**config.mk**
```make
export PLATFORM = sky130hd
export DESIGN_NAME = lsp_device_flat
export DESIGN_NICKNAME = d
export VERILOG_FILES = /design/src/lsp_pkg.sv /design/src/lsp_link_if.sv /design/src/lsp_device.sv /design/src/flat_wrapper.sv
export SDC_FILE = /design/constraint.sdc
export NUM_CORES = 1
export LEC_CHECK = 0
export BUFFER_PORTS_ARGS = -buffer_cell sky130_fd_sc_hd__buf_2
export CAP_MARGIN = 20
export CORE_MARGIN = 4
export CORE_UTILIZATION = 41
export DETAILED_ROUTE_END_ITERATION = 12
export GPL_ROUTABILITY_DRIVEN = 0
export PLACE_DENSITY_LB_ADDON = 0.15
export SLEW_MARGIN = 5
export SYNTH_ARGS = -nofsm -noshare
export SYNTH_HDL_FRONTEND = slang
export SYNTH_SLANG_ARGS = --single-unit
```
**constraint.sdc**
```tcl
create_clock -name clk_i -period 5.41 [get_ports clk_i]
set_input_delay 0.541 -clock clk_i [delete_from_list [all_inputs] [get_ports clk_i]]
set_output_delay 0.541 -clock clk_i [all_outputs]
set_load 0.02 [all_outputs]
```
**src/lsp_pkg.sv**
```systemverilog
package lsp_pkg;
    // ************************************************************
    // Frame format
    // ************************************************************
    localparam logic [4:0] LEN8 = 5'h08;
    localparam logic [4:0] LEN16 = 5'h10;
    localparam logic [4:0] LEN24 = 5'h18;
    localparam logic [4:0] LEN_SAT = 5'h19;
    localparam int RW16_BIT = 15;
    localparam int AUTOINC_BIT = 14;
    localparam int GLB_BIT = 13;
    localparam int RSV_BIT = 12;
    localparam int RA_LSB = 8;
    localparam int RW24_BIT = 23;
    localparam int ADDR24_LSB = 8;
    localparam int ADDR_W = 14;
    // ************************************************************
    // Device register file
    // ************************************************************
    localparam logic [3:0] REG_POS = 4'h0;
    localparam logic [3:0] REG_DRV_PTR = 4'h8;
    localparam logic [3:0] REG_DISP_PTR_LO = 4'h9;
    localparam logic [3:0] REG_DISP_PTR_HI = 4'hA;
    localparam logic [3:0] REG_PANEL_CFG = 4'hD;
    localparam int PANEL_TWO_BPP_BIT = 1;
    localparam logic [7:0] REG_RESET = 8'h00;
    localparam int MEM_DEPTH = 64;
    // ************************************************************
    // Host controller registers (Wishbone byte offsets)
    // ************************************************************
    localparam logic [7:0] HOST_FRAME = 8'h00;
    localparam logic [7:0] HOST_CTRL = 8'h04;
    localparam logic [7:0] HOST_STATUS = 8'h08;
    localparam int CTRL_LEN_LSB = 0;
    localparam int CTRL_RD_BIT = 4;
    localparam int CTRL_GO_BIT = 8;
    localparam int STAT_RX_LSB = 8;
    // ************************************************************
    // Timing
    // ************************************************************
    localparam int CLK_NS = 100;
    localparam int HALF_NS = 400;
    localparam int HALF_CYC = (HALF_NS + CLK_NS - 1) / CLK_NS;
    // ************************************************************
    // Host sequencer states
    // ************************************************************
    typedef enum logic [2:0] {
        H_IDLE = 3'h0,
        H_SEL = 3'h1,
        H_LOW = 3'h2,
        H_HIGH = 3'h3,
        H_END = 3'h4,
        H_TAIL = 3'h5,
        H_RLOW = 3'h6,
        H_RHIGH = 3'h7
    } lsp_hstate_type;
endpackage : lsp_pkg

```
**src/lsp_link_if.sv**
```systemverilog
`timescale 1ns/100ps
interface lsp_link_if;
    logic cs_n;
    logic sclk;
    logic din;
    logic dout_drv;
    logic dout_oe;
    logic dout_line;
    // Pulled high while no device drives the read line
    assign dout_line = dout_oe ? dout_drv : 1'b1;
    modport host (output cs_n, output sclk, output din, input dout_line);
    modport dev (input cs_n, input sclk, input din, output dout_drv, output dout_oe);
endinterface : lsp_link_if

```
**src/lsp_device.sv**
```systemverilog
`timescale 1ns/100ps
// Function
// [RQ1] Act only on 8, 16, 24 bit frames
// [RQ2] Sample data on clock rise while selected
// [RQ3] Last eight bits are the data byte
// [RQ4] Leading bit set means read, else write
// [RQ5] 8-bit write at display pointer, then increment
// [RQ6] Decode 16-bit frame as register access
// [RQ7] Host never sets bit 12 in 16-bit
// [RQ8] Global writes all, local writes pointed device
// [RQ9] Only pointed device answers a 16-bit read
// [RQ10] Driver pointer increments when flag set; the code does not increment it on 16-bit global writes
// [RQ11] 24-bit frame addresses memory directly
// [RQ12] Address splits into plane and location
// [RQ13] Read: frame, deselect, then clock eight bits
// [RQ14] Output released except during read-back
// [RQ15] Release after eighth falling clock edge
// [RQ16] Select falling aborts read-back at once
// [RQ17] Host: clock low, select low, MSB first
// [RQ18] At most 256 devices on the bus
// [RQ19] Host raises select while clock high
// [RQ20] Dummy data bits ignored in reads
// [RQ21] Global register reads answered by position zero
// [RQ22] Counter clears on select fall, act on rise
module lsp_device (
    // Clock and reset
    input wire logic clk_i,
    input wire logic rst_i,
    // Serial link
    lsp_link_if.dev link,
    // Position from the address allocation bus
    input wire logic [7:0] pos_i,
    // Register write notification
    output logic cfg_wr_o,
    output logic [3:0] cfg_addr_o,
    output logic [7:0] cfg_data_o,
    // Display pointer
    output logic [13:0] disp_ptr_o
);
    // ************************************************************
    // Address decode
    // ************************************************************
    function automatic logic [6:0] own_idx(input logic [13:0] a, input logic two_bpp,
                                           input logic [7:0] pos);
        logic [6:0] r;
        r = 7'h00;
        if (two_bpp) begin // [RQ12]
            r = {a[12:5] == pos, a[13], a[4:0]};
        end else begin
            r = {a[11:4] == pos, a[13:12], a[3:0]};
        end
        return r;
    endfunction : own_idx

    // ************************************************************
    // Pin synchronisers
    // ************************************************************
    logic [2:0] sync1, sync2, prev;
    logic [2:0] next_sync1, next_sync2, next_prev;
    logic cs_fall, cs_rise, ck_rise, ck_fall, cs_low;

    always_comb begin
        next_sync1 = {link.cs_n, link.sclk, link.din};
        next_sync2 = sync1;
        next_prev = sync2;
        cs_low = ~sync2[2];
        cs_fall = ~sync2[2] & prev[2];
        cs_rise = sync2[2] & ~prev[2];
        ck_rise = sync2[1] & ~prev[1];
        ck_fall = ~sync2[1] & prev[1];
    end

    always_ff @(posedge clk_i) begin
        if (rst_i) begin
            sync1 <= 3'h4;
            sync2 <= 3'h4;
            prev <= 3'h4;
        end else begin
            sync1 <= next_sync1;
            sync2 <= next_sync2;
            prev <= next_prev;
        end
    end

    // ************************************************************
    // Frame receiver
    // ************************************************************
    logic [23:0] shreg, next_shreg;
    logic [4:0] bitcnt, next_bitcnt;

    always_comb begin
        next_shreg = shreg;
        next_bitcnt = bitcnt;
        if (cs_fall) begin
            next_bitcnt = 5'h00; // [RQ22]
        end
        if (cs_low && ck_rise) begin // [RQ2]
            next_shreg = {shreg[22:0], sync2[0]};
            if (next_bitcnt != lsp_pkg::LEN_SAT) begin
                next_bitcnt = next_bitcnt + 5'h01;
            end
        end
    end

    always_ff @(posedge clk_i) begin
        if (rst_i) begin
            shreg <= 24'h000000;
            bitcnt <= 5'h00;
        end else begin
            shreg <= next_shreg;
            bitcnt <= next_bitcnt;
        end
    end

    // ************************************************************
    // Frame execution and storage
    // ************************************************************
    logic [7:0] regs [0:15];
    logic [7:0] mem [0:lsp_pkg::MEM_DEPTH-1];
    logic [7:0] drv_ptr, next_drv_ptr;
    logic [13:0] dptr, next_dptr;
    logic reg_we, mem_we, rb_load;
    logic [3:0] reg_wa;
    logic [5:0] mem_wa;
    logic [7:0] wdata, rb_value;
    logic [6:0] hit8, hit24;
    logic [3:0] ra;
    logic two_bpp, sel_me, answer;
    logic next_cfg_wr;

    always_comb begin
        reg_we = 1'b0;
        mem_we = 1'b0;
        rb_load = 1'b0;
        rb_value = 8'h00;
        reg_wa = shreg[lsp_pkg::RA_LSB +: 4];
        ra = shreg[lsp_pkg::RA_LSB +: 4];
        mem_wa = 6'h00;
        wdata = shreg[7:0]; // [RQ3]
        next_drv_ptr = drv_ptr;
        next_dptr = dptr;
        next_cfg_wr = 1'b0;
        answer = 1'b0;
        two_bpp = regs[lsp_pkg::REG_PANEL_CFG][lsp_pkg::PANEL_TWO_BPP_BIT];
        sel_me = (pos_i == drv_ptr);
        hit8 = own_idx(dptr, two_bpp, pos_i);
        hit24 = own_idx(shreg[lsp_pkg::ADDR24_LSB +: lsp_pkg::ADDR_W], two_bpp, pos_i);
        if (cs_rise) begin // [RQ22]
            if (bitcnt == lsp_pkg::LEN8) begin // [RQ1]
                mem_we = hit8[6]; // [RQ5]
                mem_wa = hit8[5:0];
                next_dptr = dptr + 14'h0001; // [RQ5]
            end else if (bitcnt == lsp_pkg::LEN16 && !shreg[lsp_pkg::RSV_BIT]) begin // [RQ6] [RQ7]
                if (shreg[lsp_pkg::RW16_BIT]) begin // [RQ4]
                    answer = ra[3] ? (pos_i == 8'h00) : sel_me; // [RQ9] [RQ21]
                    rb_load = answer;
                    case (ra)
                        lsp_pkg::REG_POS: rb_value = pos_i;
                        lsp_pkg::REG_DRV_PTR: rb_value = drv_ptr;
                        lsp_pkg::REG_DISP_PTR_LO: rb_value = dptr[7:0];
                        lsp_pkg::REG_DISP_PTR_HI: rb_value = {2'h0, dptr[13:8]};
                        default: rb_value = regs[ra];
                    endcase
                end else if (shreg[lsp_pkg::GLB_BIT] || sel_me) begin // [RQ8]
                    next_cfg_wr = 1'b1;
                    case (ra)
                        lsp_pkg::REG_POS: next_cfg_wr = 1'b0;
                        lsp_pkg::REG_DRV_PTR: next_drv_ptr = wdata;
                        lsp_pkg::REG_DISP_PTR_LO: next_dptr = {dptr[13:8], wdata};
                        lsp_pkg::REG_DISP_PTR_HI: next_dptr = {wdata[5:0], dptr[7:0]};
                        default: reg_we = 1'b1;
                    endcase
                end
                if (shreg[lsp_pkg::AUTOINC_BIT]
                    && (shreg[lsp_pkg::RW16_BIT] || !shreg[lsp_pkg::GLB_BIT])) begin
                    next_drv_ptr = next_drv_ptr + 8'h01; // [RQ10]
                end
            end else if (bitcnt == lsp_pkg::LEN24) begin // [RQ11]
                if (shreg[lsp_pkg::RW24_BIT]) begin // [RQ4] [RQ20]
                    rb_load = hit24[6];
                    rb_value = mem[hit24[5:0]];
                end else begin
                    mem_we = hit24[6];
                    mem_wa = hit24[5:0];
                end
            end
        end
    end

    always_ff @(posedge clk_i) begin
        if (rst_i) begin
            for (int i = 0; i < 16; i++) begin
                regs[i] <= lsp_pkg::REG_RESET;
            end
            drv_ptr <= 8'h00;
            dptr <= 14'h0000;
            cfg_wr_o <= 1'b0;
            cfg_addr_o <= 4'h0;
            cfg_data_o <= 8'h00;
        end else begin
            if (reg_we) begin
                regs[reg_wa] <= wdata;
            end
            if (mem_we) begin
                mem[mem_wa] <= wdata;
            end
            drv_ptr <= next_drv_ptr;
            dptr <= next_dptr;
            cfg_wr_o <= next_cfg_wr;
            if (next_cfg_wr) begin
                cfg_addr_o <= reg_wa;
                cfg_data_o <= wdata;
            end
        end
    end

    assign disp_ptr_o = dptr;

    // ************************************************************
    // Read-back shifter
    // ************************************************************
    logic [7:0] rb_shift, next_rb_shift;
    logic [3:0] rb_cnt, next_rb_cnt;
    logic rb_rise, next_rb_rise;
    logic dout_q, next_dout_q, oe_q, next_oe_q;

    always_comb begin
        next_rb_shift = rb_shift;
        next_rb_cnt = rb_cnt;
        next_rb_rise = rb_rise;
        next_dout_q = dout_q;
        next_oe_q = oe_q;
        if (rb_load) begin // [RQ13]
            next_rb_shift = rb_value;
            next_rb_cnt = 4'h0;
            next_rb_rise = 1'b0;
            next_dout_q = rb_value[7];
            next_oe_q = 1'b1;
        end else if (oe_q) begin
            if (cs_fall) begin
                next_oe_q = 1'b0; // [RQ16]
            end else if (ck_rise) begin
                next_rb_rise = 1'b1;
            end else if (ck_fall && rb_rise) begin
                next_rb_cnt = rb_cnt + 4'h1;
                next_rb_shift = {rb_shift[6:0], 1'b0};
                next_dout_q = rb_shift[6]; // [RQ14]
                if (rb_cnt == 4'h7) begin
                    next_oe_q = 1'b0; // [RQ15]
                end
            end
        end
    end

    always_ff @(posedge clk_i) begin
        if (rst_i) begin
            rb_shift <= 8'h00;
            rb_cnt <= 4'h0;
            rb_rise <= 1'b0;
            dout_q <= 1'b0;
            oe_q <= 1'b0; // [RQ14]
        end else begin
            rb_shift <= next_rb_shift;
            rb_cnt <= next_rb_cnt;
            rb_rise <= next_rb_rise;
            dout_q <= next_dout_q;
            oe_q <= next_oe_q;
        end
    end

    assign link.dout_drv = dout_q;
    assign link.dout_oe = oe_q;
endmodule : lsp_device

```
**src/flat_wrapper.sv**
```systemverilog
// flat-port wrapper written by rule: the top's interface ports become plain ports
module lsp_device_flat 
  (clk_i, rst_i, pos_i, cfg_wr_o, cfg_addr_o, cfg_data_o, disp_ptr_o, link_cs_n, link_sclk, link_din, link_dout_drv, link_dout_oe);
  lsp_link_if link_i ();
  input wire logic clk_i;
  input wire logic rst_i;
  input wire logic [7:0] pos_i;
  output logic cfg_wr_o;
  output logic [3:0] cfg_addr_o;
  output logic [7:0] cfg_data_o;
  output logic [13:0] disp_ptr_o;
  input wire logic [$bits(link_i.cs_n)-1:0] link_cs_n;
  input wire logic [$bits(link_i.sclk)-1:0] link_sclk;
  input wire logic [$bits(link_i.din)-1:0] link_din;
  output wire logic [$bits(link_i.dout_drv)-1:0] link_dout_drv;
  output wire logic [$bits(link_i.dout_oe)-1:0] link_dout_oe;
  assign link_i.cs_n = link_cs_n;
  assign link_i.sclk = link_sclk;
  assign link_i.din = link_din;
  assign link_dout_drv = link_i.dout_drv;
  assign link_dout_oe = link_i.dout_oe;
  lsp_device u_core (.clk_i(clk_i), .rst_i(rst_i), .link(link_i), .pos_i(pos_i), .cfg_wr_o(cfg_wr_o), .cfg_addr_o(cfg_addr_o), .cfg_data_o(cfg_data_o), .disp_ptr_o(disp_ptr_o));
endmodule
```
==> Word level (Yosys, flattened, before mapping) <==
Memories as Yosys holds them, arrays and structs flattened. A register that Yosys moved wholly into a read port is not among the register bits.
Index checks and enable logic that the tools add are counted.
{ "op_classes": {"addsub": 4, "n_mul": 0, "div_mod_pow": 0, "order_cmp": 0, "n_eq_ne": 18, "n_shift": 0, "muxes": 82, "bitwise": 11, "n_reduce_logical": 25} }
{ "ops": {"columns": ["operator", "n"], "rows": [
  ["$mux 8", 14],
  ["$mux 14", 4],
  ["$mux 7", 7],
  ["$mux 1", 44],
  ["$eq 8x8->1", 5],
  ["$pmux 8 s4", 1],
  ["$mux 6", 5],
  ["$pmux 14 s2", 1],
  ["$mux 5", 3],
  ["$add 14x1->14 const B", 1],
  ["$eq 4x4->1 const B", 3],
  ["$mux 4", 3],
  ["$reduce_and 6->1", 2],
  ["$reduce_bool 2->1", 6],
  ["$eq 5x5->1 const B", 2],
  ["$add 8x1->8 const B", 1],
  ["$logic_not 8->1", 1],
  ["$reduce_and 4->1", 2],
  ["$reduce_or 8->1", 1],
  ["$not 1->1", 7],
  ["$ne 2x2->1 const B", 3],
  ["$reduce_and 3->1", 2],
  ["$add 5x1->5 const B", 1],
  ["$eq 5x4->1 const B", 1],
  ["other kinds (11)", 20]
]} }
{ "word_totals": {"regBits": 87, "latch_bits": 0, "ramBits": 640, "mem_bits_ro": 0, "inputBits": 13, "output_inout_bits": 29, "elab_cells": 158, "mem_count": 2} }
{ "mem_list": {"columns": ["name", "words", "width", "read_ports", "rd_ports_with_merged_regs", "wr", "line_no", "rtl"], "rows": [
  ["u_core.mem", 64, 8, 1, 0, 1, "lsp_device.sv:119", "logic [7:0] mem [0:lsp_pkg::MEM_DEPTH-1];"],
  ["u_core.regs", 16, 8, 2, 1, 16, "lsp_device.sv:118", "logic [7:0] regs [0:15];"]
]} }

==> Depth between registers and ports, before layout <==
{ "depth": {"ltp_word": 13, "mapped_depth": 13} }

==> Worst setup path before layout <==
OpenSTA, ideal clock, no wires.
{ "synth_timing": {"kind": "input to register", "start": "input pos_i[1]", "end": "register u_core.drv_ptr[6]", "setup_time_ps": 63, "arrival_ps": 3109, "required_ps": 5347, "path_slack_ps": 2238, "cell_stages": 13, "cell_sequence": "buf_2 -> xnor2_1 -> nand4_1 -> o21bai_2 -> nand2_1 -> buf_2 -> mux2_2 -> ha_1 -> nand4_1 -> nor2_1 -> mux2_1 -> or4b_1 -> nand3_1"} }
{ "synth_via": {"elab_chain_cells": 9} }
{ "synth_rtl": {"columns": ["element", "line_no", "rtl"], "rows": [
  ["start: declaration", "flat_wrapper.sv:7", "input wire logic [7:0] pos_i;"],
  ["$eq 8x8->1 *", "lsp_device.sv:145", "sel_me = (pos_i == drv_ptr);"],
  ["$logic_or 1x1->1 *", "lsp_device.sv:164", "end else if (shreg[lsp_pkg::GLB_BIT] || sel_me) begin"],
  ["$mux 8 *", "lsp_device.sv:164", null],
  ["$mux 8 *", "lsp_device.sv:154", "if (shreg[lsp_pkg::RW16_BIT]) begin"],
  ["$mux 8 *", "lsp_device.sv:153", "end else if (bitcnt == lsp_pkg::LEN16 && !shreg[lsp_pkg::RSV_BIT]) begin"],
  ["$mux 8 *", "lsp_device.sv:149", "if (bitcnt == lsp_pkg::LEN8) begin"],
  ["$mux 8 *", "lsp_device.sv:148", "if (cs_rise) begin"],
  ["$add 8x1->8", "lsp_device.sv:176", "next_drv_ptr = next_drv_ptr + 8'h01;"],
  ["$mux 8 *", "lsp_device.sv:174", "if (shreg[lsp_pkg::AUTOINC_BIT]"],
  ["end signal: assignment", "lsp_device.sv:207", "drv_ptr <= next_drv_ptr;"],
  ["end: declaration", "lsp_device.sv:120", "logic [7:0] drv_ptr, next_drv_ptr;"]
]} }
Mark *: on every way between the ends. The rest lies on a longest branch, timed or not. The select of a mux whose other input is x is not followed.
A chain may end at the register's enable or synchronous reset.

==> out/results.txt <==
In this run, distinct cell masters in the synthesized netlist total 68. STA classifies the critical path startpoint as a flop. Clock-pin slew was measured on the worst setup and hold paths at 0.06 ns.

The floorplan has 99 rows. The tools report the worst-case setup margin in the final layout as 1.02 ns. Using the TritonRoute via totals, the vias-per-cell ratio works out to 5.82. The end-of-flow core utilization is 0.469, and the net switching power is 2.35 mW. Global routing finished with a remaining overflow of 0. The tools report the cell area after synthesis as 0.0306 mm^2. Summed over all nets, the half-perimeter wirelength after detailed placement is 51.8 mm.

Final-stage net count: 1896. Data arrives at the worst endpoint at 4.64 ns. The routed length per instance was 28.5 um; the mean cell area of the mapped netlist was 16.9 um^2. The async set or reset register ratio after synthesis works out to 0.

The logs give 0.0735 mm^2 for the floorplan core area and 16.9k for the total number of vias. In this run the vertical extent of the chip is 281 um. The switching fraction of total power was 0.203; the number of global-route vias before repair was 17.0k. In this run the static leakage power is 10.8 nW.

TritonCTS built the clock tree. The number of max-cap violations is 0. In this run the number of H-tree levels came out at 3. Dividing total power by cell area gives a power density of 337 mW/mm^2. At the worst endpoint, the required time is 5.67 ns. The number of antenna violations at the first check in global routing was 0; the final setup violation count was 0. Category of the most critical setup path: flop to flop. Counting along the longest clock path gives a buffer depth of 3. After clock tree synthesis, the flow added hold-fix buffers numbering 0.

The pre-antenna-repair detailed-routing pass consisted of 7 iterations. The critical-path maximum fanout is 21, and the proportion of power drawn by the clock network is 0.463. The endpoint class of the critical path was a flop. The logs give 79 for the number of clock buffers inserted by TritonCTS and 121 mm for the first-pass GRT wire length. The post-synthesis register bit count works out to 730.

The logs give 0.011 for the combinational share of power and 0.0790 mm^2 for the overall die area. The path type of the worst min-delay path was input pin to flop. The tools report the count of cells resized by post-cts repair as 0.

For the cell-internal power, the log shows 9.26 mW. At the pin with the least slew margin, the transition time is 1.10 ns. The number of nets with antenna violations after detailed routing came out at 0. The sequential element share of the synthesized area was 0.687.

The detailed router finished its first iteration with 1582 violations. The run finished with clean final reports. Summed over all failing endpoints, the final setup total negative slack is 0 ns. Setup repair after global routing left no endpoint under its margin. The total of buffers placed on input and output ports is 41. The number of hold violations in the final report came out at 0. The number of setup buffers added after CTS is 0.

The relative slew slack is 0.264, and the share of the clock period used by the worst path after layout is 0.811. The maximum operating frequency is 0.228 GHz, and the starting utilization of the core area is 0.416. In this run the count of I/O pins placed on the die edge is 42. The post-route clock skew came out at 0.0225 ns. Max-slew violation count: 0. The fraction of layout cells with a size suffix above 1 is 0.226. The tree built by TritonCTS fans out to 730 sinks. The clock period minus worst slack was 4.39 ns.

The tools report the overall routing resource usage as 0.211. For this run, the number of Yosys warnings is 0. Yosys mapped a number of flops with a built-in enable equal to 640. The most used flip-flop cell after synthesis is sky130_fd_sc_hd__edfxtp_1. Across all register-to-register paths, the minimum setup slack is 1.02 ns. Relative to the synthesized area, the layout overhead comes to 12.6%.

0 antenna diodes ended up in the layout. The later pin in the worst-skew pair is clocked with a latency of 0.63 ns. The width of the die is 281 um. The number of DRC violations after detailed routing was 0. For the sequential share of power, the log shows 0.526.

The tree is rooted in a sky130_fd_sc_hd__clkbuf_16. The sum of routed wire length over all layers was 82.8 mm. Counting the fill cells in the layout gives 6199. The worst setup slack before clock tree synthesis is 1.14 ns. The gate count of the mapped netlist is 1815, and the minimum hold slack is 0.110 ns.

The worst ir drop on vdd came out at 251 uV. The maximum number of pins on one net before global-route repair came out at 76.
-- cell usage after synthesis (all sizes together) (7+ instances only) --
cell type | count | area share
or3 | 10 | 0.0020
mux4 | 194 | 0.14
nand3 | 26 | 0.0043
inv | 16 | 0.0020
nand2b | 9 | 0.0018
a211oi | 10 | 0.0025
a31oi | 11 | 0.0022
nand2 | 99 | 0.012
or2 | 7 | 0.0014
and2 | 110 | 0.022
a22o | 11 | 0.0031
and3 | 8 | 0.0016
nor2 | 142 | 0.017
edfxtp | 640 | 0.63
a311oi | 9 | 0.0026
o21ai | 30 | 0.0049
nor2b | 10 | 0.0020
mux2i | 32 | 0.011
a22oi | 29 | 0.0071
xor2 | 10 | 0.0029
nor3 | 14 | 0.0035
a21oi | 55 | 0.0090
nand4 | 14 | 0.0029
xnor2 | 28 | 0.0080
dfxtp | 90 | 0.059
buf | 60 | 0.012
nor4 | 9 | 0.0032
clkbuf | 70 | 0.0086
-- placed cells by master (no fill, tap or decap), types with 11 or more instances in the layout --
cell type and instances:
sky130_fd_sc_hd__edfxtp_1 640, sky130_fd_sc_hd__mux4_2 194, sky130_fd_sc_hd__nor2_1 142, sky130_fd_sc_hd__and2_1 110
sky130_fd_sc_hd__nand2_1 99, sky130_fd_sc_hd__clkbuf_16 82, sky130_fd_sc_hd__dfxtp_1 77, sky130_fd_sc_hd__a21oi_1 55
sky130_fd_sc_hd__buf_2 40, sky130_fd_sc_hd__buf_4 39, sky130_fd_sc_hd__conb_1 32, sky130_fd_sc_hd__mux2i_1 31
sky130_fd_sc_hd__o21ai_0 30, sky130_fd_sc_hd__a22oi_1 29, sky130_fd_sc_hd__xnor2_1 28, sky130_fd_sc_hd__nand3_1 26
sky130_fd_sc_hd__clkinv_2 18, sky130_fd_sc_hd__inv_1 16, sky130_fd_sc_hd__nand4_1 14, sky130_fd_sc_hd__a22o_1 11
sky130_fd_sc_hd__clkinvlp_4 11
-- cells by family (layout without fill, tap and decap cells) --
| kind of cell | after synthesis | after routing | synth area share |
|---|---|---|---|
| AO/OA/AOI/OAI | 195 | 195 | 0.0428 |
| flip-flops | 730 | 730 | 0.687 |
| other | 1 | 32 | 0.000123 |
| AND/OR/NAND/NOR | 468 | 468 | 0.0791 |
| XOR/XNOR | 38 | 38 | 0.0109 |
| buffers and inverters | 146 | 243 | 0.0222 |
| adder cells (fa/ha/maj) | 5 | 5 | 0.00205 |
| multiplexers | 232 | 232 | 0.156 |
-- final timing paths --
path	from	to	cells past startpoint
worst max-delay path	u_core.regs[13][1]	u_core.mem[49][2]	7
worst min-delay path	link_cs_n	u_core.next_sync2[2]	2
worst max register to register	u_core.regs[13][1]	u_core.mem[49][2]	7
worst min register to register	u_core.next_prev[0]	u_core.shreg[0]	2
-- critical path: stages (launching register included) --
cell,delay (ns)
sky130_fd_sc_hd__edfxtp_1,1.00
sky130_fd_sc_hd__mux2i_1,0.30
sky130_fd_sc_hd__xnor2_1,0.09
sky130_fd_sc_hd__a2111oi_0,0.58
sky130_fd_sc_hd__and3_1,0.28
sky130_fd_sc_hd__o2111ai_1,0.25
sky130_fd_sc_hd__nand2b_1,0.71
sky130_fd_sc_hd__nor2_1,0.79
-- metrics by stage --
| step | instances | total power, mW | cell area, um^2 |
|---|---|---|---|
| after floorplan | 1846 | 6.31 | 30700 |
| after global placement | 2756 | 6.36 | 31900 |
| after detailed placement | 2756 | 6.36 | 31900 |
| after CTS | 2902 | 11.7 | 34400 |
| after global routing | 2902 | 12.0 | 34400 |
| final | 2902 | 11.6 | 34400 |
-- metal layers --
metal,vias up,share of wire,track usage
met2,611,0.49,0.350
met1,8895,0.42,0.288
met3,128,0.059,0.0401
li1,7248,-,-
met5,-,0,0
met4,0,0.028,0.0577
-- power by group through the flow --
| stage | Clock [mW] | Sequential, mW | Combinational (mW) |
|---|---|---|---|
| 2_1_floorplan | 0 | 6.22 | 0.0883 |
| 3_3_place_gp | 0 | 6.23 | 0.127 |
| 3_5_place_dp | 0 | 6.23 | 0.127 |
| 4_1_cts | 5.49 | 6.11 | 0.128 |
| 5_1_grt | 5.73 | 6.11 | 0.137 |
| 6_report | 5.38 | 6.11 | 0.128 |
-- flip-flops by register name, summed over array words and instances, names as in the netlist, 2 cells and up, named ones only --
name / count
u_core.mem: 512
u_core.regs: 128
u_core.shreg: 24
u_core.disp_ptr_o: 14
u_core.cfg_data_o: 8
u_core.drv_ptr: 8
u_core.rb_shift: 7
u_core.bitcnt: 5
u_core.cfg_addr_o: 4
u_core.rb_cnt: 4
u_core.next_prev: 3
u_core.next_sync2: 3
u_core.prev: 2
-- final cells by class --
type / instances / area [um^2] / share of cell area
multi-input combinational: 970 / 9010 / 0.262
sequential: 730 / 21100 / 0.611
clock buffer: 92 / 2090 / 0.0607
tap: 959 / 1200 / 0.0348
clock inverter: 54 / 498 / 0.0145
timing repair buffer: 81 / 533 / 0.0155
inverter: 16 / 60.1 / 0.00174
Note: power is estimated with default switching activity, not from simulation.
